`src/plane_helper_cfg.svh`:
```
// Offsets, field positions and counts for the plane helper datapath.
`ifndef PLANE_HELPER_CFG_SVH
`define PLANE_HELPER_CFG_SVH
// ----------------------------------------
// Register map (byte addresses)
// ----------------------------------------
`define PH_CTRL_ADDR 4'h0
`define PH_FUNC_ADDR 4'h4
`define PH_PIXEL_ADDR 4'h8
`define PH_STATUS_ADDR 4'hC
// ----------------------------------------
// Control register fields
// ----------------------------------------
`define PH_CTRL_SHIFT_LSB 0
`define PH_CTRL_SHIFT_MSB 3
`define PH_CTRL_SWAP_BIT 4
`define PH_CTRL_LM_LSB 8
`define PH_CTRL_LM_MSB 11
`define PH_CTRL_RM_LSB 12
`define PH_CTRL_RM_MSB 15
`define PH_CTRL_RESET 16'h0000
`define PH_FUNC_RESET 4'h0
`define PH_WORD_W 16
`define PH_FIFO_DEPTH 16
`endif

```
`src/plane_helper_pkg.sv`:
```
// Types shared by the plane helper datapath.
package plane_helper_pkg;
  typedef struct packed {
    logic [3:0] pixel_addr;
    logic line_mode;
    logic left_mask_en;
    logic right_mask_en;
  } mode_inputs_t;
  typedef struct packed {
    logic data_latch_enable;
    logic pixel_latch_enable;
    logic fifo_write_strobe;
    logic fifo_read_strobe;
    logic data_output_enable;
    logic pixel_output_enable;
  } strobes_t;
  typedef enum logic [1:0] {
    WB_IDLE = 2'b01,
    WB_ACK = 2'b10
  } wb_state_t;
endpackage

```
`src/plane_helper_unit.sv`:
```
// Per-bitplane shift, FIFO and logic-combine datapath with a Wishbone register port.
`timescale 1ns/100ps
`include "plane_helper_cfg.svh"
// Behaviour
// - Shifter bit k from upper/lower word
// - Pixel port: input latch, output latch
// - Pixel output is unmodified addressed destination bit
// - Second source word pushes first to shifter
// - Swap mux feeds shifter, one aligned word
// - Aligned word written to FIFO on write strobe rising edge
// - FIFO word combined, masked, driven out
// - Line mode replicates pixel bit sixteen times
// - Line mode masks all but addressed bit
// - Routing follows registers and control inputs
// - Reset returns FIFO pointers to zero
// - One unit per plane, pixel writes parallel
// - Swap bit picks upper and lower positions
// - Logic result is OR of four minterms
// - Mode low block transfer, high line
// - Sixteen-word FIFO with ring pointers
module plane_helper_unit #(
  parameter int WORD_W = `PH_WORD_W,
  parameter int FIFO_DEPTH = `PH_FIFO_DEPTH
) (
  // Clock, enable and reset
  input wire logic ref_clk,
  input wire logic clk_en,
  input wire logic rst_n,
  // Wishbone slave
  input wire logic wb_cyc_i,
  input wire logic wb_stb_i,
  input wire logic wb_we_i,
  input wire logic [3:0] wb_adr_i,
  input wire logic [3:0] wb_sel_i,
  input wire logic [31:0] wb_dat_i,
  output logic [31:0] wb_dat_o,
  output logic wb_ack_o,
  // Data port pins
  input wire logic [WORD_W-1:0] data_in,
  output logic [WORD_W-1:0] data_out,
  output logic data_oe_n,
  // Pixel pin
  input wire logic pixel_in,
  output logic pixel_out,
  output logic pixel_oe_n,
  // Control pins
  input wire plane_helper_pkg::mode_inputs_t mode_pins,
  input wire plane_helper_pkg::strobes_t strobe_pins
);
  import plane_helper_pkg::*;

  localparam int PTR_W = $clog2(FIFO_DEPTH);

  // ----------------------------------------
  // Reset and pin synchronisers
  // ----------------------------------------
  logic rst_meta_reg, rst_sync_reg;
  always_ff @(posedge ref_clk or negedge rst_n) begin
    if (!rst_n) begin
      rst_meta_reg <= 1'b0;
      rst_sync_reg <= 1'b0;
    end else begin
      rst_meta_reg <= 1'b1;
      rst_sync_reg <= rst_meta_reg;
    end
  end

  // Data, pixel and control pins are asynchronous to ref_clk, so they pass two stages; the Wishbone inputs are used directly.
  localparam int PIN_W = WORD_W + 1 + $bits(mode_inputs_t) + $bits(strobes_t);
  logic [PIN_W-1:0] pin_meta_reg, pin_sync_reg;
  always_ff @(posedge ref_clk or negedge rst_sync_reg) begin
    if (!rst_sync_reg) begin
      pin_meta_reg <= '0;
      pin_sync_reg <= '0;
    end else if (clk_en) begin
      pin_meta_reg <= {data_in, pixel_in, mode_pins, strobe_pins};
      pin_sync_reg <= pin_meta_reg;
    end
  end
  logic [WORD_W-1:0] d_in;
  logic px_in;
  mode_inputs_t md;
  strobes_t st;
  assign {d_in, px_in, md, st} = pin_sync_reg;

  // Latch and FIFO strobes act on their rising edge, so a held level loads once; the output enables act on level.
  strobes_t st_prev_reg;
  always_ff @(posedge ref_clk or negedge rst_sync_reg) begin
    if (!rst_sync_reg) st_prev_reg <= '0;
    else if (clk_en) st_prev_reg <= st;
  end
  strobes_t st_rise;
  assign st_rise = st & ~st_prev_reg;

  // ----------------------------------------
  // Wishbone registers
  // ----------------------------------------
  logic [15:0] ctrl_reg;
  logic [3:0] func_code_reg;
  logic [WORD_W-1:0] source_word_latch, shifter_first_word_latch, dest_latch;
  logic pixel_in_latch, pixel_out_latch;
  logic [PTR_W-1:0] wr_ptr_reg, rd_ptr_reg;
  wb_state_t wb_state_reg;

  logic wb_req;
  assign wb_req = wb_cyc_i && wb_stb_i && wb_state_reg == WB_IDLE;

  always_ff @(posedge ref_clk or negedge rst_sync_reg) begin
    if (!rst_sync_reg) begin
      wb_state_reg <= WB_IDLE;
    end else if (clk_en) begin
      unique case (wb_state_reg)
        WB_IDLE: begin
          if (wb_req) wb_state_reg <= WB_ACK;
        end
        WB_ACK: begin
          wb_state_reg <= WB_IDLE;
        end
      endcase
    end
  end
  assign wb_ack_o = wb_state_reg == WB_ACK;

  always_ff @(posedge ref_clk or negedge rst_sync_reg) begin
    if (!rst_sync_reg) begin
      ctrl_reg <= `PH_CTRL_RESET;
    end else if (clk_en && wb_req && wb_we_i && wb_adr_i == `PH_CTRL_ADDR) begin
      if (wb_sel_i[0]) ctrl_reg[7:0] <= wb_dat_i[7:0];
      if (wb_sel_i[1]) ctrl_reg[15:8] <= wb_dat_i[15:8];
    end
  end

  // Only byte lane 0 carries the four function bits.
  always_ff @(posedge ref_clk or negedge rst_sync_reg) begin
    if (!rst_sync_reg) begin
      func_code_reg <= `PH_FUNC_RESET;
    end else if (clk_en && wb_req && wb_we_i && wb_adr_i == `PH_FUNC_ADDR && wb_sel_i[0]) begin
      func_code_reg <= wb_dat_i[3:0];
    end
  end

  always_ff @(posedge ref_clk or negedge rst_sync_reg) begin
    if (!rst_sync_reg) begin
      wb_dat_o <= 32'h00000000;
    end else if (clk_en && wb_req) begin
      unique case (wb_adr_i)
        `PH_CTRL_ADDR: wb_dat_o <= {16'h0000, ctrl_reg};
        `PH_FUNC_ADDR: wb_dat_o <= {28'h0000000, func_code_reg};
        `PH_PIXEL_ADDR: wb_dat_o <= {30'h0, pixel_out_latch, pixel_in_latch};
        `PH_STATUS_ADDR: wb_dat_o <= {24'h000000, 4'(rd_ptr_reg), 4'(wr_ptr_reg)};
        default: wb_dat_o <= 32'h00000000;
      endcase
    end
  end

  logic [3:0] shift_amt, left_mask_sel, right_mask_sel;
  logic swap_sel;
  assign shift_amt = ctrl_reg[`PH_CTRL_SHIFT_MSB:`PH_CTRL_SHIFT_LSB];
  assign swap_sel = ctrl_reg[`PH_CTRL_SWAP_BIT];
  assign left_mask_sel = ctrl_reg[`PH_CTRL_LM_MSB:`PH_CTRL_LM_LSB];
  assign right_mask_sel = ctrl_reg[`PH_CTRL_RM_MSB:`PH_CTRL_RM_LSB];

  // ----------------------------------------
  // Source and destination latches
  // ----------------------------------------
  // The data latch strobe loads source in block mode, destination in line mode or while the FIFO read strobe is high.
  always_ff @(posedge ref_clk or negedge rst_sync_reg) begin
    if (!rst_sync_reg) begin
      source_word_latch <= '0;
    end else if (clk_en && st_rise.data_latch_enable && !md.line_mode) begin
      source_word_latch <= d_in;
    end
  end

  // The first word moves on as the second arrives, so both reach the shifter together.
  always_ff @(posedge ref_clk or negedge rst_sync_reg) begin
    if (!rst_sync_reg) begin
      shifter_first_word_latch <= '0;
    end else if (clk_en && st_rise.data_latch_enable && !md.line_mode) begin
      shifter_first_word_latch <= source_word_latch;
    end
  end

  // Destination capture rides on the same strobe while the FIFO is read.
  always_ff @(posedge ref_clk or negedge rst_sync_reg) begin
    if (!rst_sync_reg) dest_latch <= '0;
    else if (clk_en && st_rise.data_latch_enable && (md.line_mode || st.fifo_read_strobe))
      dest_latch <= d_in;
  end

  // ----------------------------------------
  // Swap mux and barrel shifter
  // ----------------------------------------
  function automatic logic [WORD_W-1:0] barrel(input logic [WORD_W-1:0] a,
                                               input logic [WORD_W-1:0] b,
                                               input logic [3:0] i);
    logic [2*WORD_W-1:0] cat;
    cat = {b, a};
    barrel = cat[i +: WORD_W];
  endfunction

  logic [WORD_W-1:0] upper_word, lower_word, aligned_word;
  assign upper_word = swap_sel ? source_word_latch : shifter_first_word_latch;
  assign lower_word = swap_sel ? shifter_first_word_latch : source_word_latch;
  assign aligned_word = barrel(upper_word, lower_word, shift_amt);

  // ----------------------------------------
  // FIFO
  // ----------------------------------------
  // Pointers wrap silently; the controller keeps counts in range.
  logic [WORD_W-1:0] fifo_mem [FIFO_DEPTH];
  always_ff @(posedge ref_clk or negedge rst_sync_reg) begin
    if (!rst_sync_reg) begin
      wr_ptr_reg <= '0;
    end else if (clk_en && st_rise.fifo_write_strobe) begin
      wr_ptr_reg <= wr_ptr_reg + PTR_W'(1);
    end
  end

  always_ff @(posedge ref_clk or negedge rst_sync_reg) begin
    if (!rst_sync_reg) begin
      rd_ptr_reg <= '0;
    end else if (clk_en && st_rise.fifo_read_strobe) begin
      rd_ptr_reg <= rd_ptr_reg + PTR_W'(1);
    end
  end
  always_ff @(posedge ref_clk) begin
    if (clk_en && st_rise.fifo_write_strobe) fifo_mem[wr_ptr_reg] <= aligned_word;
  end

  // ----------------------------------------
  // Logic combine unit and masks
  // ----------------------------------------
  function automatic logic [WORD_W-1:0] combine(input logic [WORD_W-1:0] s,
                                                input logic [WORD_W-1:0] d,
                                                input logic [3:0] f);
    combine = ({WORD_W{f[3]}} & ~s & ~d) | ({WORD_W{f[2]}} & ~s & d)
            | ({WORD_W{f[1]}} & s & ~d) | ({WORD_W{f[0]}} & s & d);
  endfunction

  function automatic logic [WORD_W-1:0] bit_sel(input logic [3:0] n);
    bit_sel = WORD_W'(1) << n;
  endfunction

  logic [WORD_W-1:0] left_mask, right_mask, blit_mask, line_mask, fifo_word, src_word, result;
  // Per-bit compare keeps the widest right mask open, where a shift would wrap.
  for (genvar b = 0; b < WORD_W; b++) begin : g_mask
    assign left_mask[b] = 32'(left_mask_sel) <= WORD_W - 1 - b;
    assign right_mask[b] = 32'(right_mask_sel) >= WORD_W - 1 - b;
  end
  assign blit_mask = (md.left_mask_en ? left_mask : {WORD_W{1'b1}})
                   & (md.right_mask_en ? right_mask : {WORD_W{1'b1}});
  assign line_mask = bit_sel(4'(WORD_W - 1 - 32'(md.pixel_addr)));
  assign fifo_word = fifo_mem[rd_ptr_reg];
  assign src_word = md.line_mode ? {WORD_W{pixel_in_latch}} : fifo_word;
  always_comb begin
    logic [WORD_W-1:0] msk;
    msk = md.line_mode ? line_mask : blit_mask;
    result = (combine(src_word, dest_latch, func_code_reg) & msk) | (dest_latch & ~msk);
  end

  // ----------------------------------------
  // Output registers and pixel port
  // ----------------------------------------
  always_ff @(posedge ref_clk or negedge rst_sync_reg) begin
    if (!rst_sync_reg) begin
      pixel_in_latch <= 1'b0;
    end else if (clk_en && st_rise.pixel_latch_enable) begin
      pixel_in_latch <= px_in;
    end
  end

  // The output pixel is raw destination data, never the combined result.
  always_ff @(posedge ref_clk or negedge rst_sync_reg) begin
    if (!rst_sync_reg) begin
      pixel_out_latch <= 1'b0;
    end else if (clk_en) begin
      pixel_out_latch <= dest_latch[WORD_W-1-32'(md.pixel_addr)];
    end
  end

  always_ff @(posedge ref_clk or negedge rst_sync_reg) begin
    if (!rst_sync_reg) begin
      data_out <= '0;
    end else if (clk_en) begin
      data_out <= result;
    end
  end

  // Enables are registered so the pins never glitch between strobes.
  always_ff @(posedge ref_clk or negedge rst_sync_reg) begin
    if (!rst_sync_reg) begin
      data_oe_n <= 1'b1;
      pixel_oe_n <= 1'b1;
    end else if (clk_en) begin
      data_oe_n <= !st.data_output_enable;
      pixel_oe_n <= !st.pixel_output_enable;
    end
  end
  assign pixel_out = pixel_out_latch;
endmodule

```
`config.mk`:
```
export PLATFORM = sky130hd
export DESIGN_NAME = plane_helper_unit
export DESIGN_NICKNAME = d
export VERILOG_FILES = /design/src/plane_helper_pkg.sv /design/src/plane_helper_unit.sv
export VERILOG_INCLUDE_DIRS = /design/src /design/src/src
export SDC_FILE = /design/constraint.sdc
export NUM_CORES = 1
export LEC_CHECK = 0
export BUFFER_PORTS_ARGS = -buffer_cell sky130_fd_sc_hd__buf_2
export CORE_MARGIN = 2
export CORE_UTILIZATION = 40
export CTS_CLUSTER_DIAMETER = 200
export CTS_CLUSTER_SIZE = 30
export DETAILED_ROUTE_END_ITERATION = 16
export SLEW_MARGIN = 20
export SYNTH_ARGS = -nofsm -noshare
export SYNTH_HDL_FRONTEND = slang
export SYNTH_SLANG_ARGS = --single-unit
```
`constraint.sdc`:
```
create_clock -name ref_clk -period 5 [get_ports ref_clk]
set_input_delay 0.5 -clock ref_clk [delete_from_list [all_inputs] [get_ports ref_clk]]
set_output_delay 0.5 -clock ref_clk [all_outputs]
set_load 0.02 [all_outputs]
```
## Word-level counts from Yosys, hierarchy flattened

Memory sizes are Yosys's and may differ from the RTL's.
Index checks and enable logic that the tools add are counted.
Widths: inputs -> output; s select.

- Flip-flop bits (word level): 198
- Bits in writable memories: 256
- Bits of input ports: 76
- Output and inout port bits: 52
- Word-level logic and storage cells: 122
- Memories kept: 1

Memory list:

| name | depth | width | read ports | clocked after Yosys merged registers in | write ports | RTL line | RTL |
|---|---|---|---|---|---|---|---|
| fifo_mem | 16 | 16 | 1 | 0 | 1 | plane_helper_unit.sv:211 | `logic [WORD_W-1:0] fifo_mem [FIFO_DEPTH];` |

- $add $sub $neg: 3
- Magnitude comparators: 31
- Equality and inequality tests: 6
- Shifts and indexed selects: 2
- Muxes and demuxes: 13
- Bitwise operators: 20
- Reductions and logical operators: 21

Operators with widths:

| cell | count |
|---|---|
| $and 16x16->16 | 11 |
| $mux 16 | 5 |
| $or 16x16->16 | 4 |
| $pmux 16 s4 | 1 |
| $not 16->16 | 3 |
| $ge 4x4->1 const B | 8 |
| $lt 32x5->1 const B | 1 |
| $shiftx 32x5->16 | 1 |
| $le 4x4->1 const B | 7 |
| $ge 4x3->1 const B | 4 |
| $le 4x3->1 const B | 4 |
| $shl 1x4->16 const A | 1 |
| $mux 15 | 1 |
| $logic_and 1x1->1 | 13 |
| $add 4x1->4 const B | 2 |
| $eq 4x4->1 const B | 2 |
| $ge 4x2->1 const B | 2 |
| $le 4x1->1 const B | 2 |
| $le 4x2->1 const B | 2 |
| $and 6x6->6 | 1 |
| $not 6->6 | 1 |
| $reduce_and 2->1 | 3 |
| $sub 4x4->5 const A | 1 |
| $bmux 1 s4 | 1 |
| 11 further kinds | 15 |

## Logic depth before layout (Yosys ltp)

Gate-level depths: netlist of the first run.
An unclocked memory read counts as a cell.

- Depth after elaboration: 10
- Mapped depth: 9
- Gate-level depth less buffers: 5

## Worst setup path before layout of the first run

OpenSTA, ideal clock, no wires.

- Kind: register -> register
- Start point: register ctrl_reg[0]
- End point: memory fifo_mem[0][13] (netlist bit), data pin
- Setup time: 330 ps
- Data arrival time: 2,249 ps
- Required time: 4,670 ps
- Slack: 2,420 ps
- Cell stages (with the launch flop): 9
- Cells stage by stage: dfrtp_1 > clkbuf_1 > buf_2 > buf_2 > mux4_2 > mux2i_1 > nand2_1 > o21ai_0 > o21ai_0

- Longest elaborated chain between the ends: 1

Ends and longest elaborated chain:

| what | RTL line | RTL |
|---|---|---|
| from (decl) | plane_helper_unit.sv:98 | `logic [15:0] ctrl_reg;` |
| from (signal assigned) | plane_helper_unit.sv:126 | `` ctrl_reg <= `PH_CTRL_RESET; `` |
| from (signal assigned) | plane_helper_unit.sv:128 | `if (wb_sel_i[0]) ctrl_reg[7:0] <= wb_dat_i[7:0];` |
| $shiftx 32x5->16 | plane_helper_unit.sv:199 | `barrel = cat[i +: WORD_W];` |
| net aligned_word[13] | plane_helper_unit.sv:202 | `logic [WORD_W-1:0] upper_word, lower_word, aligned_word;` |
| to (decl) | plane_helper_unit.sv:211 |  |

The timed path passes the listed nets, and every way through them passes these cells.

## Worst setup path in the final report of the first run

- Start point: register ctrl_reg[4]
- End point: memory fifo_mem[2][4] (netlist bit), data pin

- Longest elaborated chain between the ends: 2
- Elaborated cells between the ends (all ways): 3
- Those cells by class: 1 x shift; 2 x mux

Ends and longest elaborated chain:

| what | RTL line |
|---|---|
| $mux 16, on equally long branches | plane_helper_unit.sv:203, plane_helper_unit.sv:204 |
| $shiftx 32x5->16 * | plane_helper_unit.sv:199 |
| net aligned_word[4] | plane_helper_unit.sv:202 |

Mark *: on every way through the listed nets, which the timed path passes. The rest lies on a longest branch.

==> results of run 1 <==
==> where the power goes <==
part	internal, uW	switching, uW
clock network	734	1100
registers	4580	747
logic	1520	1730
==> metal layers <==
metal  vias up  GRT usage, %  share of wire, %
met5         -             0                 0
met3        51          1.81               4.3
met1      6097          26.0                45
li1       5323             -                 -
met4         0          4.79               2.4
met2       325          29.9                48
==> worst max-delay path, cell delays in order, from the launching register on <==
cell and delay, ps:
sky130_fd_sc_hd__dfrtp_1 990, sky130_fd_sc_hd__buf_4 320, sky130_fd_sc_hd__mux4_2 560, sky130_fd_sc_hd__mux4_2 490
sky130_fd_sc_hd__nor2_1 100, sky130_fd_sc_hd__a21oi_1 60, sky130_fd_sc_hd__buf_4 250
==> cells by family (layout without fill, tap and decap cells) <==
logic type      count (synthesis)  after routing  share of synthesized area [%]
compound gates                204            204                           7.09
xor+xnor                        6              6                          0.259
fa+ha+maj                       5              5                          0.309
buf+inv                       117            172                           3.06
flops                         436            436                           60.2
mux                           320            320                           23.0
other cells                     2             17                         0.0370
simple gates                  249            249                           6.10
==> repair_timing <==
action	CTS	global route
hold buffers	1	0
endpoints found under the hold margin	2	0
gates resized for setup	0	0
==> final timing paths <==
check | startpoint | endpoint | slack, ps | depth (start not counted)
max in group asynchronous | rst_sync_reg$_DFF_PN0_ | ctrl_reg[13]$_DFFE_PN0P_ | 3290 | 1
min in group asynchronous | rst_n | rst_sync_reg$_DFF_PN0_ | 270 | 2
hold / removal | data_in[9] | pin_meta_reg[23]$_DFFE_PN0P_ | 180 | 2
setup reg to reg | ctrl_reg[4]$_DFFE_PN0P_ | fifo_mem[2][4]$_DFFE_PP_ | 1950 | 6
setup / recovery | ctrl_reg[4]$_DFFE_PN0P_ | fifo_mem[2][4]$_DFFE_PP_ | 1950 | 6
hold reg to reg | rst_meta_reg$_DFF_PN0_ | rst_sync_reg$_DFF_PN0_ | 360 | 0
==> area by class of cell <==
class	count	area (um^2)	area share [%]
tap	672	841	3.83
multi-input combinational	801	7550	34.4
timing repair buffer	129	764	3.49
inverter	11	41.3	0.188
clock buffer	31	520	2.37
clock inverter	1	16.3	0.0742
sequential	436	12200	55.6
==> metrics by stage <==
step | util [%] | instance area, um^2 | std cells | worst slack [ps] | total power [uW]
2_1_floorplan | - | 20300 | 1354 | 2030 | 7480
3_3_place_gp | 42.6 | 21300 | 2046 | 1790 | 8550
4_1_cts | 43.7 | 21900 | 2079 | 1700 | 10500
5_1_grt | 43.8 | 21900 | 2081 | 1730 | 10900
6_report | 43.8 | 21900 | 2081 | 1950 | 10400
3_5_place_dp | 42.6 | 21300 | 2046 | 1680 | 8640
==> layout by cell type (no fill, tap or decap), types with 9 or more instances in the layout <==
master                      netlist  layout
sky130_fd_sc_hd__mux2i_1         65      61
sky130_fd_sc_hd__mux2_2         166     166
sky130_fd_sc_hd__mux4_1          36      36
sky130_fd_sc_hd__o31ai_1         13      13
sky130_fd_sc_hd__conb_1           2      17
sky130_fd_sc_hd__nand2_1         82      82
sky130_fd_sc_hd__edfxtp_1       256     256
sky130_fd_sc_hd__dfrtp_1        177     174
sky130_fd_sc_hd__inv_1           11      11
sky130_fd_sc_hd__a41oi_1          9       9
sky130_fd_sc_hd__clkbuf_16        0      19
sky130_fd_sc_hd__a21oi_1         28      26
sky130_fd_sc_hd__nand3_1         23      23
sky130_fd_sc_hd__o21ai_0         46      46
sky130_fd_sc_hd__buf_4           21      33
sky130_fd_sc_hd__and2_1          20      16
sky130_fd_sc_hd__o211ai_1        13      13
sky130_fd_sc_hd__clkbuf_1        52      12
sky130_fd_sc_hd__nor2_1          53      52
sky130_fd_sc_hd__o22ai_1         17      17
sky130_fd_sc_hd__buf_2           16      92
sky130_fd_sc_hd__mux4_2          53      53
==> impl_results.html, run 1 <==
<table>
<tr><th>Metric</th><th>Value</th></tr>
<tr><th colspan="2">Outcome</th></tr>
<tr><td>Result of the run</td><td>complete, no violations</td></tr>
<tr><th colspan="2">CTS</th></tr>
<tr><td>Number of buffers created by CTS</td><td>18</td></tr>
<tr><td>Clock latency at the later pin of the worst-skew pair</td><td>550 ps</td></tr>
<tr><td>CTS tree</td><td>done</td></tr>
<tr><td>Clock transition time at the flip-flop clock pins of the worst setup and hold paths</td><td>120 ps</td></tr>
<tr><td>Number of buffers inserted by post-CTS setup repair</td><td>0</td></tr>
<tr><td>Clock Tree Root</td><td>sky130_fd_sc_hd__clkbuf_16</td></tr>
<tr><td>Longest Clk Path Bufs</td><td>3</td></tr>
<tr><td>Clock tree sinks</td><td>436</td></tr>
<tr><td>Level count of the clock H-tree</td><td>1</td></tr>
<tr><th colspan="2">Pwr</th></tr>
<tr><td>Power density over the cells</td><td>474 mW/mm^2</td></tr>
<tr><td>Lkg Pwr</td><td>0.00802 uW</td></tr>
<tr><td>Max IR drop VDD</td><td>0.223 mV</td></tr>
<tr><th colspan="2">Layout</th></tr>
<tr><td>Proportion of layout cells with a drive suffix above 1</td><td>28.3%</td></tr>
<tr><td>Area Overhead vs Synth</td><td>8.21%</td></tr>
<tr><td>Antenna Cells</td><td>0</td></tr>
<tr><td>Fill cell count</td><td>4470</td></tr>
<tr><td>Flip-flop count of the largest register, all copies and words added</td><td>256</td></tr>
<tr><td>Number of nets in the finished design</td><td>1478</td></tr>
<tr><th colspan="2">Logic synthesis</th></tr>
<tr><td>Post-synth cell types</td><td>82</td></tr>
<tr><td>Post-synthesis instance area</td><td>0.0203 mm^2</td></tr>
<tr><td>Number of enable flip-flop cells after synthesis</td><td>256</td></tr>
<tr><td>Total number of yosys warnings</td><td>0</td></tr>
<tr><td>Instance count of the mapped netlist</td><td>1339</td></tr>
<tr><td>Leading area contributor after synthesis</td><td>sky130_fd_sc_hd__edfxtp_1</td></tr>
<tr><td>Synth Flop Type</td><td>sky130_fd_sc_hd__edfxtp_1</td></tr>
<tr><td>Area share of the largest cell type after synthesis</td><td>37.9%</td></tr>
<tr><td>Most frequently used cell type in the post-synthesis netlist</td><td>sky130_fd_sc_hd__edfxtp_1</td></tr>
<tr><td>Portion of the post-synthesis area used by sequential elements</td><td>60.2%</td></tr>
<tr><td>Largest cells by area after synthesis</td><td>sky130_fd_sc_hd__edfxtp_1 38%, sky130_fd_sc_hd__dfrtp_1 22%, sky130_fd_sc_hd__mux2_2 9.2%</td></tr>
<tr><td>Fraction of registers with async set/reset</td><td>41.3%</td></tr>
<tr><td>Leading cell types by count after synthesis</td><td>256 x sky130_fd_sc_hd__edfxtp_1, 177 x sky130_fd_sc_hd__dfrtp_1, 166 x sky130_fd_sc_hd__mux2_2</td></tr>
<tr><td>Average size of a mapped cell</td><td>15.1 um^2</td></tr>
<tr><td>Synthesis-stage register bit count</td><td>436</td></tr>
<tr><th colspan="2">Detailed routing</th></tr>
<tr><td>Wire length per cell</td><td>23.1 um</td></tr>
<tr><td>Post-DR vias/cell</td><td>5.67</td></tr>
<tr><td>Number of DRC violations after detailed-routing iteration 0</td><td>986</td></tr>
<tr><td>Post-Route WL</td><td>48.2 mm</td></tr>
<tr><td>Total DRC errors in the routed layout</td><td>0</td></tr>
<tr><td>Length of the first detailed-routing pass in iterations</td><td>7</td></tr>
<tr><td>Post-route ant nets</td><td>0</td></tr>
<tr><td>Total via count in the routed design</td><td>11.8k</td></tr>
<tr><th colspan="2">Global route</th></tr>
<tr><td>First-pass GRT wire length</td><td>73.5 mm</td></tr>
<tr><td>Global-route usage over all layers</td><td>18.2%</td></tr>
<tr><td>Pin count of the biggest net entering global routing</td><td>65</td></tr>
<tr><td>Antenna violations before repair</td><td>0</td></tr>
<tr><td>Vias in the first global route</td><td>11.5k</td></tr>
<tr><td>Gr ovfl total</td><td>0</td></tr>
<tr><th colspan="2">Critical path</th></tr>
<tr><td>Required time worst endpoint</td><td>5290 ps</td></tr>
<tr><td>Critical path class</td><td>reg -&gt; reg</td></tr>
<tr><td>CP startpoint kind</td><td>flip-flop</td></tr>
<tr><td>Arrival time reported for the critical path endpoint</td><td>3340 ps</td></tr>
<tr><td>Top fanout value on the critical path</td><td>19</td></tr>
<tr><td>Critical Path Sink Type</td><td>flip-flop</td></tr>
<tr><th colspan="2">STA</th></tr>
<tr><td>Crit share post-route</td><td>61.0%</td></tr>
<tr><td>Final Slew Violations</td><td>0</td></tr>
<tr><td>Final sum of negative setup slack</td><td>0 ps</td></tr>
<tr><td># setup viols final</td><td>0</td></tr>
<tr><td>Fmax</td><td>328 MHz</td></tr>
<tr><td>Worst slack on hold paths</td><td>178 ps</td></tr>
<tr><td>Final hold violation count</td><td>0</td></tr>
<tr><td>Unrepaired setup endpoints after global routing</td><td>no</td></tr>
<tr><td>Fin Clk Skew</td><td>27.5 ps</td></tr>
<tr><td>Relative max-transition margin</td><td>23.7%</td></tr>
<tr><td>Final critical path time including I/O delays and setup</td><td>3050 ps</td></tr>
<tr><td>Worst Max-Slew Pin Slew</td><td>1140 ps</td></tr>
<tr><th colspan="2">Die</th></tr>
<tr><td>Die area</td><td>0.0525 mm^2</td></tr>
<tr><td>Initial cell density of the core</td><td>40.5%</td></tr>
<tr><td>Top-level I/O count</td><td>128</td></tr>
<tr><td>CORE AREA</td><td>0.0501 mm^2</td></tr>
<tr><td>Horizontal die dimension</td><td>229 um</td></tr>
<tr><td>Die H</td><td>229 um</td></tr>
<tr><td>Number of placement rows</td><td>82</td></tr>
<tr><th colspan="2">Placement</th></tr>
<tr><td>DP Wirelength</td><td>32.6 mm</td></tr>
<tr><td>Buffers added on ports</td><td>93</td></tr>
<tr><td>Last weighted congestion value of the routability-driven placer</td><td>0.920</td></tr>
<tr><th colspan="2">Run</th></tr>
<tr><td>Maximum Capacitance Violations</td><td>0</td></tr>
<tr><th colspan="2">Min path</th></tr>
<tr><td>Type of the worst min-delay path</td><td>in -&gt; reg</td></tr>
</table>
Power figures use the tool's default switching activity.
==> run 2: changes to the inputs <==
--- a/config.mk
+++ b/config.mk
@@ -6,6 +6,7 @@
 export SDC_FILE = /design/constraint.sdc
 export NUM_CORES = 1
 export LEC_CHECK = 0
+export ABC_AREA = 1
 export BUFFER_PORTS_ARGS = -buffer_cell sky130_fd_sc_hd__buf_2
 export CORE_MARGIN = 2
 export CORE_UTILIZATION = 40
==> constraint.sdc (replaced) <==
create_clock -name ref_clk -period 2.5 [get_ports ref_clk]
set_input_delay 0.25 -clock ref_clk [delete_from_list [all_inputs] [get_ports ref_clk]]
set_output_delay 0.25 -clock ref_clk [all_outputs]
set_load 0.02 [all_outputs]
==> impl_results.html, run 2 <==
<table>
<tr><th>Metric</th><th>Value</th></tr>
<tr><th colspan="2">Placement</th></tr>
<tr><td>DP Wirelength</td><td>37.5 mm</td></tr>
<tr><td>Buffers added on ports</td><td>93</td></tr>
<tr><td>Place WS</td><td>-137 ps</td></tr>
<tr><td>Last weighted congestion value of the routability-driven placer</td><td>0.890</td></tr>
<tr><td>Cell Count Post-Placement</td><td>3159</td></tr>
<tr><td>Placed cell area</td><td>0.0225 mm^2</td></tr>
<tr><th colspan="2">STA</th></tr>
<tr><td>Unrepaired setup endpoints after global routing</td><td>no</td></tr>
<tr><td>Final critical path time including I/O delays and setup</td><td>2310 ps</td></tr>
<tr><td>Worst Max-Slew Pin Slew</td><td>723 ps</td></tr>
<tr><td>Crit share post-route</td><td>92.5%</td></tr>
<tr><td>Relative max-transition margin</td><td>51.8%</td></tr>
<tr><td>Fmax</td><td>432 MHz</td></tr>
<tr><td>Worst slack on hold paths</td><td>10.1 ps</td></tr>
<tr><td>Fin Clk Skew</td><td>45.3 ps</td></tr>
<tr><td># setup viols final</td><td>0</td></tr>
<tr><td>Final Slew Violations</td><td>0</td></tr>
<tr><td>Final setup margin</td><td>187 ps</td></tr>
<tr><td>Final hold violation count</td><td>0</td></tr>
<tr><th colspan="2">CTS</th></tr>
<tr><td>Clock transition time at the flip-flop clock pins of the worst setup and hold paths</td><td>130 ps</td></tr>
<tr><td>Level count of the clock H-tree</td><td>1</td></tr>
<tr><td>Number of buffers created by CTS</td><td>18</td></tr>
<tr><td>Longest Clk Path Bufs</td><td>3</td></tr>
<tr><td>Clock latency at the later pin of the worst-skew pair</td><td>580 ps</td></tr>
<tr><td>Clock Tree Root</td><td>sky130_fd_sc_hd__clkbuf_16</td></tr>
<tr><td>Clock tree sinks</td><td>436</td></tr>
<tr><td>CTS tree</td><td>done</td></tr>
<tr><th colspan="2">Detailed routing</th></tr>
<tr><td>Post-Route WL</td><td>57.0 mm</td></tr>
<tr><td>Post-route ant nets</td><td>0</td></tr>
<tr><td>Length of the first detailed-routing pass in iterations</td><td>8</td></tr>
<tr><td>Post-DR vias/cell</td><td>5.06</td></tr>
<tr><td>Total via count in the routed design</td><td>16.4k</td></tr>
<tr><td>Total DRC errors in the routed layout</td><td>0</td></tr>
<tr><td>Wire length per cell</td><td>17.6 um</td></tr>
<tr><td>Number of DRC violations after detailed-routing iteration 0</td><td>1516</td></tr>
<tr><th colspan="2">Die</th></tr>
<tr><td>Initial cell density of the core</td><td>40.6%</td></tr>
<tr><td>Top-level I/O count</td><td>128</td></tr>
<tr><td>CORE AREA</td><td>0.0514 mm^2</td></tr>
<tr><td>Die area</td><td>0.0540 mm^2</td></tr>
<tr><td>Die H</td><td>232 um</td></tr>
<tr><td>Number of placement rows</td><td>83</td></tr>
<tr><td>Horizontal die dimension</td><td>232 um</td></tr>
<tr><th colspan="2">Logic synthesis</th></tr>
<tr><td>Portion of the post-synthesis area used by sequential elements</td><td>58.5%</td></tr>
<tr><td>Number of enable flip-flop cells after synthesis</td><td>256</td></tr>
<tr><td>Instance count of the mapped netlist</td><td>2416</td></tr>
<tr><td>Leading area contributor after synthesis</td><td>sky130_fd_sc_hd__edfxtp_1</td></tr>
<tr><td>Synthesis-stage register bit count</td><td>436</td></tr>
<tr><td>Area share of the largest cell type after synthesis</td><td>36.9%</td></tr>
<tr><td>Average size of a mapped cell</td><td>8.63 um^2</td></tr>
<tr><td>Fraction of registers with async set/reset</td><td>41.3%</td></tr>
<tr><td>Post-synthesis instance area</td><td>0.0208 mm^2</td></tr>
<tr><td>Largest cells by area after synthesis</td><td>sky130_fd_sc_hd__edfxtp_1 37%, sky130_fd_sc_hd__dfrtp_1 21%, sky130_fd_sc_hd__nand2_1 17%</td></tr>
<tr><td>Total number of yosys warnings</td><td>0</td></tr>
<tr><td>Most frequently used cell type in the post-synthesis netlist</td><td>sky130_fd_sc_hd__nand2_1</td></tr>
<tr><td>Leading cell types by count after synthesis</td><td>922 x sky130_fd_sc_hd__nand2_1, 288 x sky130_fd_sc_hd__inv_1, 256 x sky130_fd_sc_hd__edfxtp_1</td></tr>
<tr><td>Post-synth cell types</td><td>39</td></tr>
<tr><td>Synth Flop Type</td><td>sky130_fd_sc_hd__edfxtp_1</td></tr>
<tr><th colspan="2">Global route</th></tr>
<tr><td>Most utilized layer in the global route result</td><td>met2</td></tr>
<tr><td>Pin count of the biggest net entering global routing</td><td>56</td></tr>
<tr><td>Antenna violations before repair</td><td>0</td></tr>
<tr><td>Gr ovfl total</td><td>0</td></tr>
<tr><td>Met1 track utilization from global routing</td><td>29.6%</td></tr>
<tr><td>Global-route usage over all layers</td><td>21.4%</td></tr>
<tr><td>Met2 global-route usage</td><td>33.9%</td></tr>
<tr><td>First-pass GRT wire length</td><td>88.9 mm</td></tr>
<tr><td>Vias in the first global route</td><td>15.7k</td></tr>
<tr><td>Met3 track demand over resource</td><td>3.38%</td></tr>
<tr><th colspan="2">Pwr</th></tr>
<tr><td>Switching power as a share of total power</td><td>40.2%</td></tr>
<tr><td>Sequential fraction of design power</td><td>44.3%</td></tr>
<tr><td>Power density over the cells</td><td>921 mW/mm^2</td></tr>
<tr><td>Max IR drop VDD</td><td>0.521 mV</td></tr>
<tr><td>Cell Int Power</td><td>13000 uW</td></tr>
<tr><td>Combinational power share</td><td>38.9%</td></tr>
<tr><td>Lkg Pwr</td><td>0.0110 uW</td></tr>
<tr><td>Net Sw Power</td><td>8710 uW</td></tr>
<tr><td>Share of power burned in the clock network</td><td>16.8%</td></tr>
<tr><th colspan="2">Critical path</th></tr>
<tr><td>Critical path class</td><td>reg -&gt; reg</td></tr>
<tr><td>Required time worst endpoint</td><td>2990 ps</td></tr>
<tr><td>Top fanout value on the critical path</td><td>37</td></tr>
<tr><td>Critical Path Sink Type</td><td>flip-flop</td></tr>
<tr><td>Arrival time reported for the critical path endpoint</td><td>2800 ps</td></tr>
<tr><td>CP startpoint kind</td><td>flip-flop</td></tr>
<tr><th colspan="2">Outcome</th></tr>
<tr><td>Result of the run</td><td>complete, no violations</td></tr>
<tr><th colspan="2">Layout</th></tr>
<tr><td>Total non-filler cell area in the finished layout</td><td>0.0235 mm^2</td></tr>
<tr><td>Most frequent standard cell in the layout excluding fill and tap cells</td><td>sky130_fd_sc_hd__nand2_1</td></tr>
<tr><td>Fill cell count</td><td>4992</td></tr>
<tr><td>Commonest cells after routing, fill and taps aside</td><td>921 x sky130_fd_sc_hd__nand2_1, 287 x sky130_fd_sc_hd__inv_1, 256 x sky130_fd_sc_hd__edfxtp_1</td></tr>
<tr><td>Number of nets in the finished design</td><td>2626</td></tr>
<tr><td>Flip-flop count of the largest register, all copies and words added</td><td>256</td></tr>
<tr><td>Proportion of layout cells with a drive suffix above 1</td><td>9.16%</td></tr>
<tr><td>Antenna Cells</td><td>0</td></tr>
<tr><td>Area Overhead vs Synth</td><td>12.9%</td></tr>
<tr><td>Non-filler cells, final</td><td>3235</td></tr>
<tr><th colspan="2">Run</th></tr>
<tr><td>Maximum Capacitance Violations</td><td>0</td></tr>
<tr><th colspan="2">Min path</th></tr>
<tr><td>Type of the worst min-delay path</td><td>in -&gt; reg</td></tr>
</table>
run 2: final cells by class:
class / instances / area (um^2) / share of cell area (%)
clock buffers: 28 / 488 / 2.07
clock inverters: 2 / 32.5 / 0.138
inverters: 296 / 1120 / 4.74
multi-input cells: 1562 / 6840 / 29.1
flip-flops and latches: 436 / 12200 / 51.9
well taps: 680 / 851 / 3.62
repair buffers: 231 / 2000 / 8.50
run 2: cell families after synthesis:
logic type / share of synthesized area, %
AND/OR/NAND/NOR: 24.4
flip-flops: 58.5
buffers and inverters: 9.06
AO/OA/AOI/OAI: 6.88
multiplexers: 0.588
XOR/XNOR: 0.252
adder cells (fa/ha/maj): 0.300
other: 0.0360
run 2: through the flow:
stage          TNS [ps]  util [%]  power (uW)
2_1_floorplan         0         -       15100
3_3_place_gp       -690      43.8       17900
3_5_place_dp      -2180      43.8       18000
4_1_cts               0      45.7       21700
5_1_grt               0      45.8       23100
6_report              0      45.8       21700
run 2: worst max-delay path, cell delays in order (launching register included):
cell,delay [ps]
sky130_fd_sc_hd__dfrtp_4,580
sky130_fd_sc_hd__inv_6,160
sky130_fd_sc_hd__buf_12,220
sky130_fd_sc_hd__nand2_1,70
sky130_fd_sc_hd__nand2_1,80
sky130_fd_sc_hd__nand2_1,60
sky130_fd_sc_hd__nand3_1,70
sky130_fd_sc_hd__nand3_1,80
sky130_fd_sc_hd__nand2_1,200
sky130_fd_sc_hd__nand2_1,120
sky130_fd_sc_hd__nand2_1,90
sky130_fd_sc_hd__nand2_1,50
sky130_fd_sc_hd__nand2_1,80
sky130_fd_sc_hd__nand2_1,50
sky130_fd_sc_hd__nand2_1,130
sky130_fd_sc_hd__nand2_1,80
sky130_fd_sc_hd__nand2_1,70
run 2: what timing repair did:
item | in CTS | in global routing
buffers inserted | 0 | 1
gates cloned | 0 | 1
hold buffers | 44 | 0
hold endpoints to repair | 44 | 0
endpoints found under the setup margin | 16 | 56
resized for setup | 1 | 9
run 2: power groups by stage:
stage          registers, uW  logic (uW)  clock network [uW]
4_1_cts                 9610        8340                3740
2_1_floorplan           9710        5350                   0
3_3_place_gp            9740        8140                   0
3_5_place_dp            9760        8260                   0
6_report                9600        8420                3650
5_1_grt                 9700        9440                4010
run 2: routing by layer:
layer  up-vias  routed length [um]
met5         -                   0
met4         0                2330
met3       100                3690
met2       500               26000
met1      7796               25000
li1       7968                   -
run 2: path summary, 6_finish.rpt:
| kind | from | to | slack, ps | depth (start not counted) |
|---|---|---|---|---|
| worst max-delay path | rd_ptr_reg[0]$_DFFE_PN0P_ | data_out[15]$_DFFE_PN0P_ | 190 | 16 |
| worst min-delay path | wb_dat_i[5] | ctrl_reg[5]$_DFFE_PN0P_ | 10 | 3 |
| worst max register to register | rd_ptr_reg[0]$_DFFE_PN0P_ | data_out[15]$_DFFE_PN0P_ | 190 | 16 |
| worst min register to register | rst_sync_reg$_DFF_PN0_ | pixel_out$_DFFE_PN0P_ | 310 | 0 |
| max in group asynchronous | rst_sync_reg$_DFF_PN0_ | source_word_latch[8]$_DFFE_PN0P_ | 1470 | 1 |
| min in group asynchronous | rst_sync_reg$_DFF_PN0_ | pixel_out$_DFFE_PN0P_ | 310 | 0 |
==> run 3: changes to the inputs <==
--- a/config.mk
+++ b/config.mk
@@ -13,6 +13,7 @@
 export CTS_CLUSTER_DIAMETER = 200
 export CTS_CLUSTER_SIZE = 30
 export DETAILED_ROUTE_END_ITERATION = 16
+export RECOVER_POWER = 50
 export SLEW_MARGIN = 20
 export SYNTH_ARGS = -nofsm -noshare
 export SYNTH_HDL_FRONTEND = slang
==> impl_results.html, run 3 (synthesized netlist as in run 2, its figures left out) <==
<table>
<tr><th>Metric</th><th>Value</th></tr>
<tr><th colspan="2">Critical path</th></tr>
<tr><td>Cell Chain, Critical Path</td><td>buf_12, buf_4, nand2_1, o21ai_0, o21ai_0, mux2i_1, o21ai_0, o21ai_2, buf_4</td></tr>
<tr><td>Required time worst endpoint</td><td>2820 ps</td></tr>
<tr><td>Cell repeated most along the worst path</td><td>sky130_fd_sc_hd__o21ai_0</td></tr>
<tr><td>Top fanout value on the critical path</td><td>32</td></tr>
<tr><td>Critical Path Sink Type</td><td>flip-flop</td></tr>
<tr><td>Master of the slowest instance on the critical path</td><td>sky130_fd_sc_hd__dfrtp_2</td></tr>
<tr><td>CP peak stage delay</td><td>470 ps</td></tr>
<tr><td>Arrival time reported for the critical path endpoint</td><td>2620 ps</td></tr>
<tr><td>Worst reg2reg setup slack</td><td>200 ps</td></tr>
<tr><td>CP startpoint kind</td><td>flip-flop</td></tr>
<tr><td>Critical path class</td><td>reg -&gt; reg</td></tr>
<tr><th colspan="2">Layout</th></tr>
<tr><td>Total non-filler cell area in the finished layout</td><td>0.0233 mm^2</td></tr>
<tr><td>Flip-flop count of the largest register, all copies and words added</td><td>256</td></tr>
<tr><td>Finished Core Util</td><td>45.3%</td></tr>
<tr><td>Commonest cells after routing, fill and taps aside</td><td>921 x sky130_fd_sc_hd__nand2_1, 288 x sky130_fd_sc_hd__inv_1, 256 x sky130_fd_sc_hd__edfxtp_1</td></tr>
<tr><td>Number of nets in the finished design</td><td>2626</td></tr>
<tr><td>Fill cell count</td><td>5032</td></tr>
<tr><td>Most frequent standard cell in the layout excluding fill and tap cells</td><td>sky130_fd_sc_hd__nand2_1</td></tr>
<tr><td>Area Overhead vs Synth</td><td>11.7%</td></tr>
<tr><td>Proportion of layout cells with a drive suffix above 1</td><td>7.51%</td></tr>
<tr><th colspan="2">Detailed routing</th></tr>
<tr><td>Number of DRC violations after detailed-routing iteration 0</td><td>1486</td></tr>
<tr><td>Length of the first detailed-routing pass in iterations</td><td>5</td></tr>
<tr><td>Post-DR vias/cell</td><td>5.04</td></tr>
<tr><td>Post-Route WL</td><td>56.9 mm</td></tr>
<tr><td>Post-route ant nets</td><td>0</td></tr>
<tr><td>Wire length per cell</td><td>17.6 um</td></tr>
<tr><td>Total via count in the routed design</td><td>16.3k</td></tr>
<tr><td>Total DRC errors in the routed layout</td><td>0</td></tr>
<tr><th colspan="2">Pwr</th></tr>
<tr><td>Lkg Pwr</td><td>0.0108 uW</td></tr>
<tr><td>Power density over the cells</td><td>926 mW/mm^2</td></tr>
<tr><td>Max IR drop VDD</td><td>0.522 mV</td></tr>
<tr><th colspan="2">STA</th></tr>
<tr><td>Worst Max-Slew Pin Slew</td><td>1620 ps</td></tr>
<tr><td>Relative max-transition margin</td><td>-7.88%</td></tr>
<tr><td># setup viols final</td><td>0</td></tr>
<tr><td>Final Slew Violations</td><td>87</td></tr>
<tr><td>Final sum of negative setup slack</td><td>0 ps</td></tr>
<tr><td>Fmax</td><td>435 MHz</td></tr>
<tr><td>Final setup margin</td><td>199 ps</td></tr>
<tr><td>Worst slack on hold paths</td><td>11.6 ps</td></tr>
<tr><td>Final critical path time including I/O delays and setup</td><td>2300 ps</td></tr>
<tr><td>Unrepaired setup endpoints after global routing</td><td>no</td></tr>
<tr><td>Crit share post-route</td><td>92.1%</td></tr>
<tr><td>Final hold violation count</td><td>0</td></tr>
<tr><td>Fin Clk Skew</td><td>45.0 ps</td></tr>
<tr><th colspan="2">Die</th></tr>
<tr><td>Horizontal die dimension</td><td>232 um</td></tr>
<tr><td>Top-level I/O count</td><td>128</td></tr>
<tr><td>Die area</td><td>0.0540 mm^2</td></tr>
<tr><td>Initial cell density of the core</td><td>40.6%</td></tr>
<tr><td>Die H</td><td>232 um</td></tr>
<tr><td>Number of placement rows</td><td>83</td></tr>
<tr><td>CORE AREA</td><td>0.0514 mm^2</td></tr>
<tr><th colspan="2">Placement</th></tr>
<tr><td>DP Wirelength</td><td>37.5 mm</td></tr>
<tr><td>Placed cell area</td><td>0.0225 mm^2</td></tr>
<tr><td>Place WS</td><td>-137 ps</td></tr>
<tr><td>Last weighted congestion value of the routability-driven placer</td><td>0.890</td></tr>
<tr><td>Buffers added on ports</td><td>93</td></tr>
<tr><th colspan="2">CTS</th></tr>
<tr><td>Clock transition time at the flip-flop clock pins of the worst setup and hold paths</td><td>130 ps</td></tr>
<tr><td>Clock latency at the later pin of the worst-skew pair</td><td>570 ps</td></tr>
<tr><td>Longest Clk Path Bufs</td><td>3</td></tr>
<tr><td>Clock tree sinks</td><td>436</td></tr>
<tr><td>CTS tree</td><td>done</td></tr>
<tr><td>Level count of the clock H-tree</td><td>1</td></tr>
<tr><td>Clock Tree Root</td><td>sky130_fd_sc_hd__clkbuf_16</td></tr>
<tr><td>Number of buffers created by CTS</td><td>18</td></tr>
<tr><th colspan="2">Run</th></tr>
<tr><td>Maximum Capacitance Violations</td><td>2</td></tr>
<tr><th colspan="2">Global route</th></tr>
<tr><td>Global-route usage over all layers</td><td>21.4%</td></tr>
<tr><td>Gr ovfl total</td><td>0</td></tr>
<tr><td>First-pass GRT wire length</td><td>88.9 mm</td></tr>
<tr><td>Vias in the first global route</td><td>15.7k</td></tr>
<tr><td>Antenna violations before repair</td><td>0</td></tr>
<tr><td>Pin count of the biggest net entering global routing</td><td>56</td></tr>
<tr><th colspan="2">Outcome</th></tr>
<tr><td>Violations in the final reports</td><td>max-capacitance violations, max-slew violations</td></tr>
<tr><td>Result of the run</td><td>finished, violations left</td></tr>
<tr><th colspan="2">Min path</th></tr>
<tr><td>Type of the worst min-delay path</td><td>in -&gt; reg</td></tr>
</table>
-- run 3: worst max-delay path, delay by kind of cell (launching register included) --
family / cells / cell delay, ps
buffers and inverters: 3 / 550
flip-flops: 1 / 470
AO/OA/AOI/OAI: 4 / 810
AND/OR/NAND/NOR: 1 / 40
multiplexers: 1 / 140
-- run 3: cell type report --
type | instances | area (um^2) | area share [%]
inverters | 296 | 1120 | 4.79
multi-input cells | 1562 | 6840 | 29.4
clock buffers | 28 | 488 | 2.10
diodes | 1 | 2.50 | 0.0107
repair buffers | 231 | 1750 | 7.53
well taps | 680 | 851 | 3.65
flip-flops and latches | 436 | 12200 | 52.4
clock inverters | 2 | 32.5 | 0.140
-- run 3: power breakdown --
| part | internal (uW) | total, uW | switching (uW) |
|---|---|---|---|
| clock network | 1400 | 3640 | 2240 |
| registers | 8870 | 9600 | 736 |
| logic | 2610 | 8320 | 5700 |
-- run 3: repair_timing --
item	CTS	global route
gates resized for setup	1	9
hold buffers	44	0
gates cloned	0	1
hold endpoints to repair	44	0
setup endpoints to repair	16	56
setup buffers	0	1
-- run 3: layer usage --
| metal | vias to the layer above | share of wire [%] | GRT usage (%) |
|---|---|---|---|
| met5 | - | 0 | 0 |
| met4 | 0 | 4.0 | 7.79 |
| met3 | 96 | 6.0 | 3.38 |
| met2 | 467 | 46 | 33.9 |
| met1 | 7787 | 44 | 29.6 |
| li1 | 7971 | - | - |
-- run 3: path summary, 6_finish.rpt --
check                                             end  cells past startpoint                    start
max                        fifo_mem[14][13]$_DFFE_PP_                      9  ctrl_reg[4]$_DFFE_PN0P_
min                           ctrl_reg[5]$_DFFE_PN0P_                      3              wb_dat_i[5]
max reg2reg                fifo_mem[14][13]$_DFFE_PP_                      9  ctrl_reg[4]$_DFFE_PN0P_
min reg2reg                    rst_sync_reg$_DFF_PN0_                      0   rst_meta_reg$_DFF_PN0_
max in group asynchronous       data_oe_n$_DFFE_PN1P_                      1   rst_sync_reg$_DFF_PN0_
min in group asynchronous      rst_meta_reg$_DFF_PN0_                      3                    rst_n
-- run 3: stage by stage --
stage               cells  total power [uW]
floorplan            2431             15100
global placement     3159             17900
global route         3235             23100
detailed placement   3159             18000
CTS                  3233             21700
finish               3236             21600
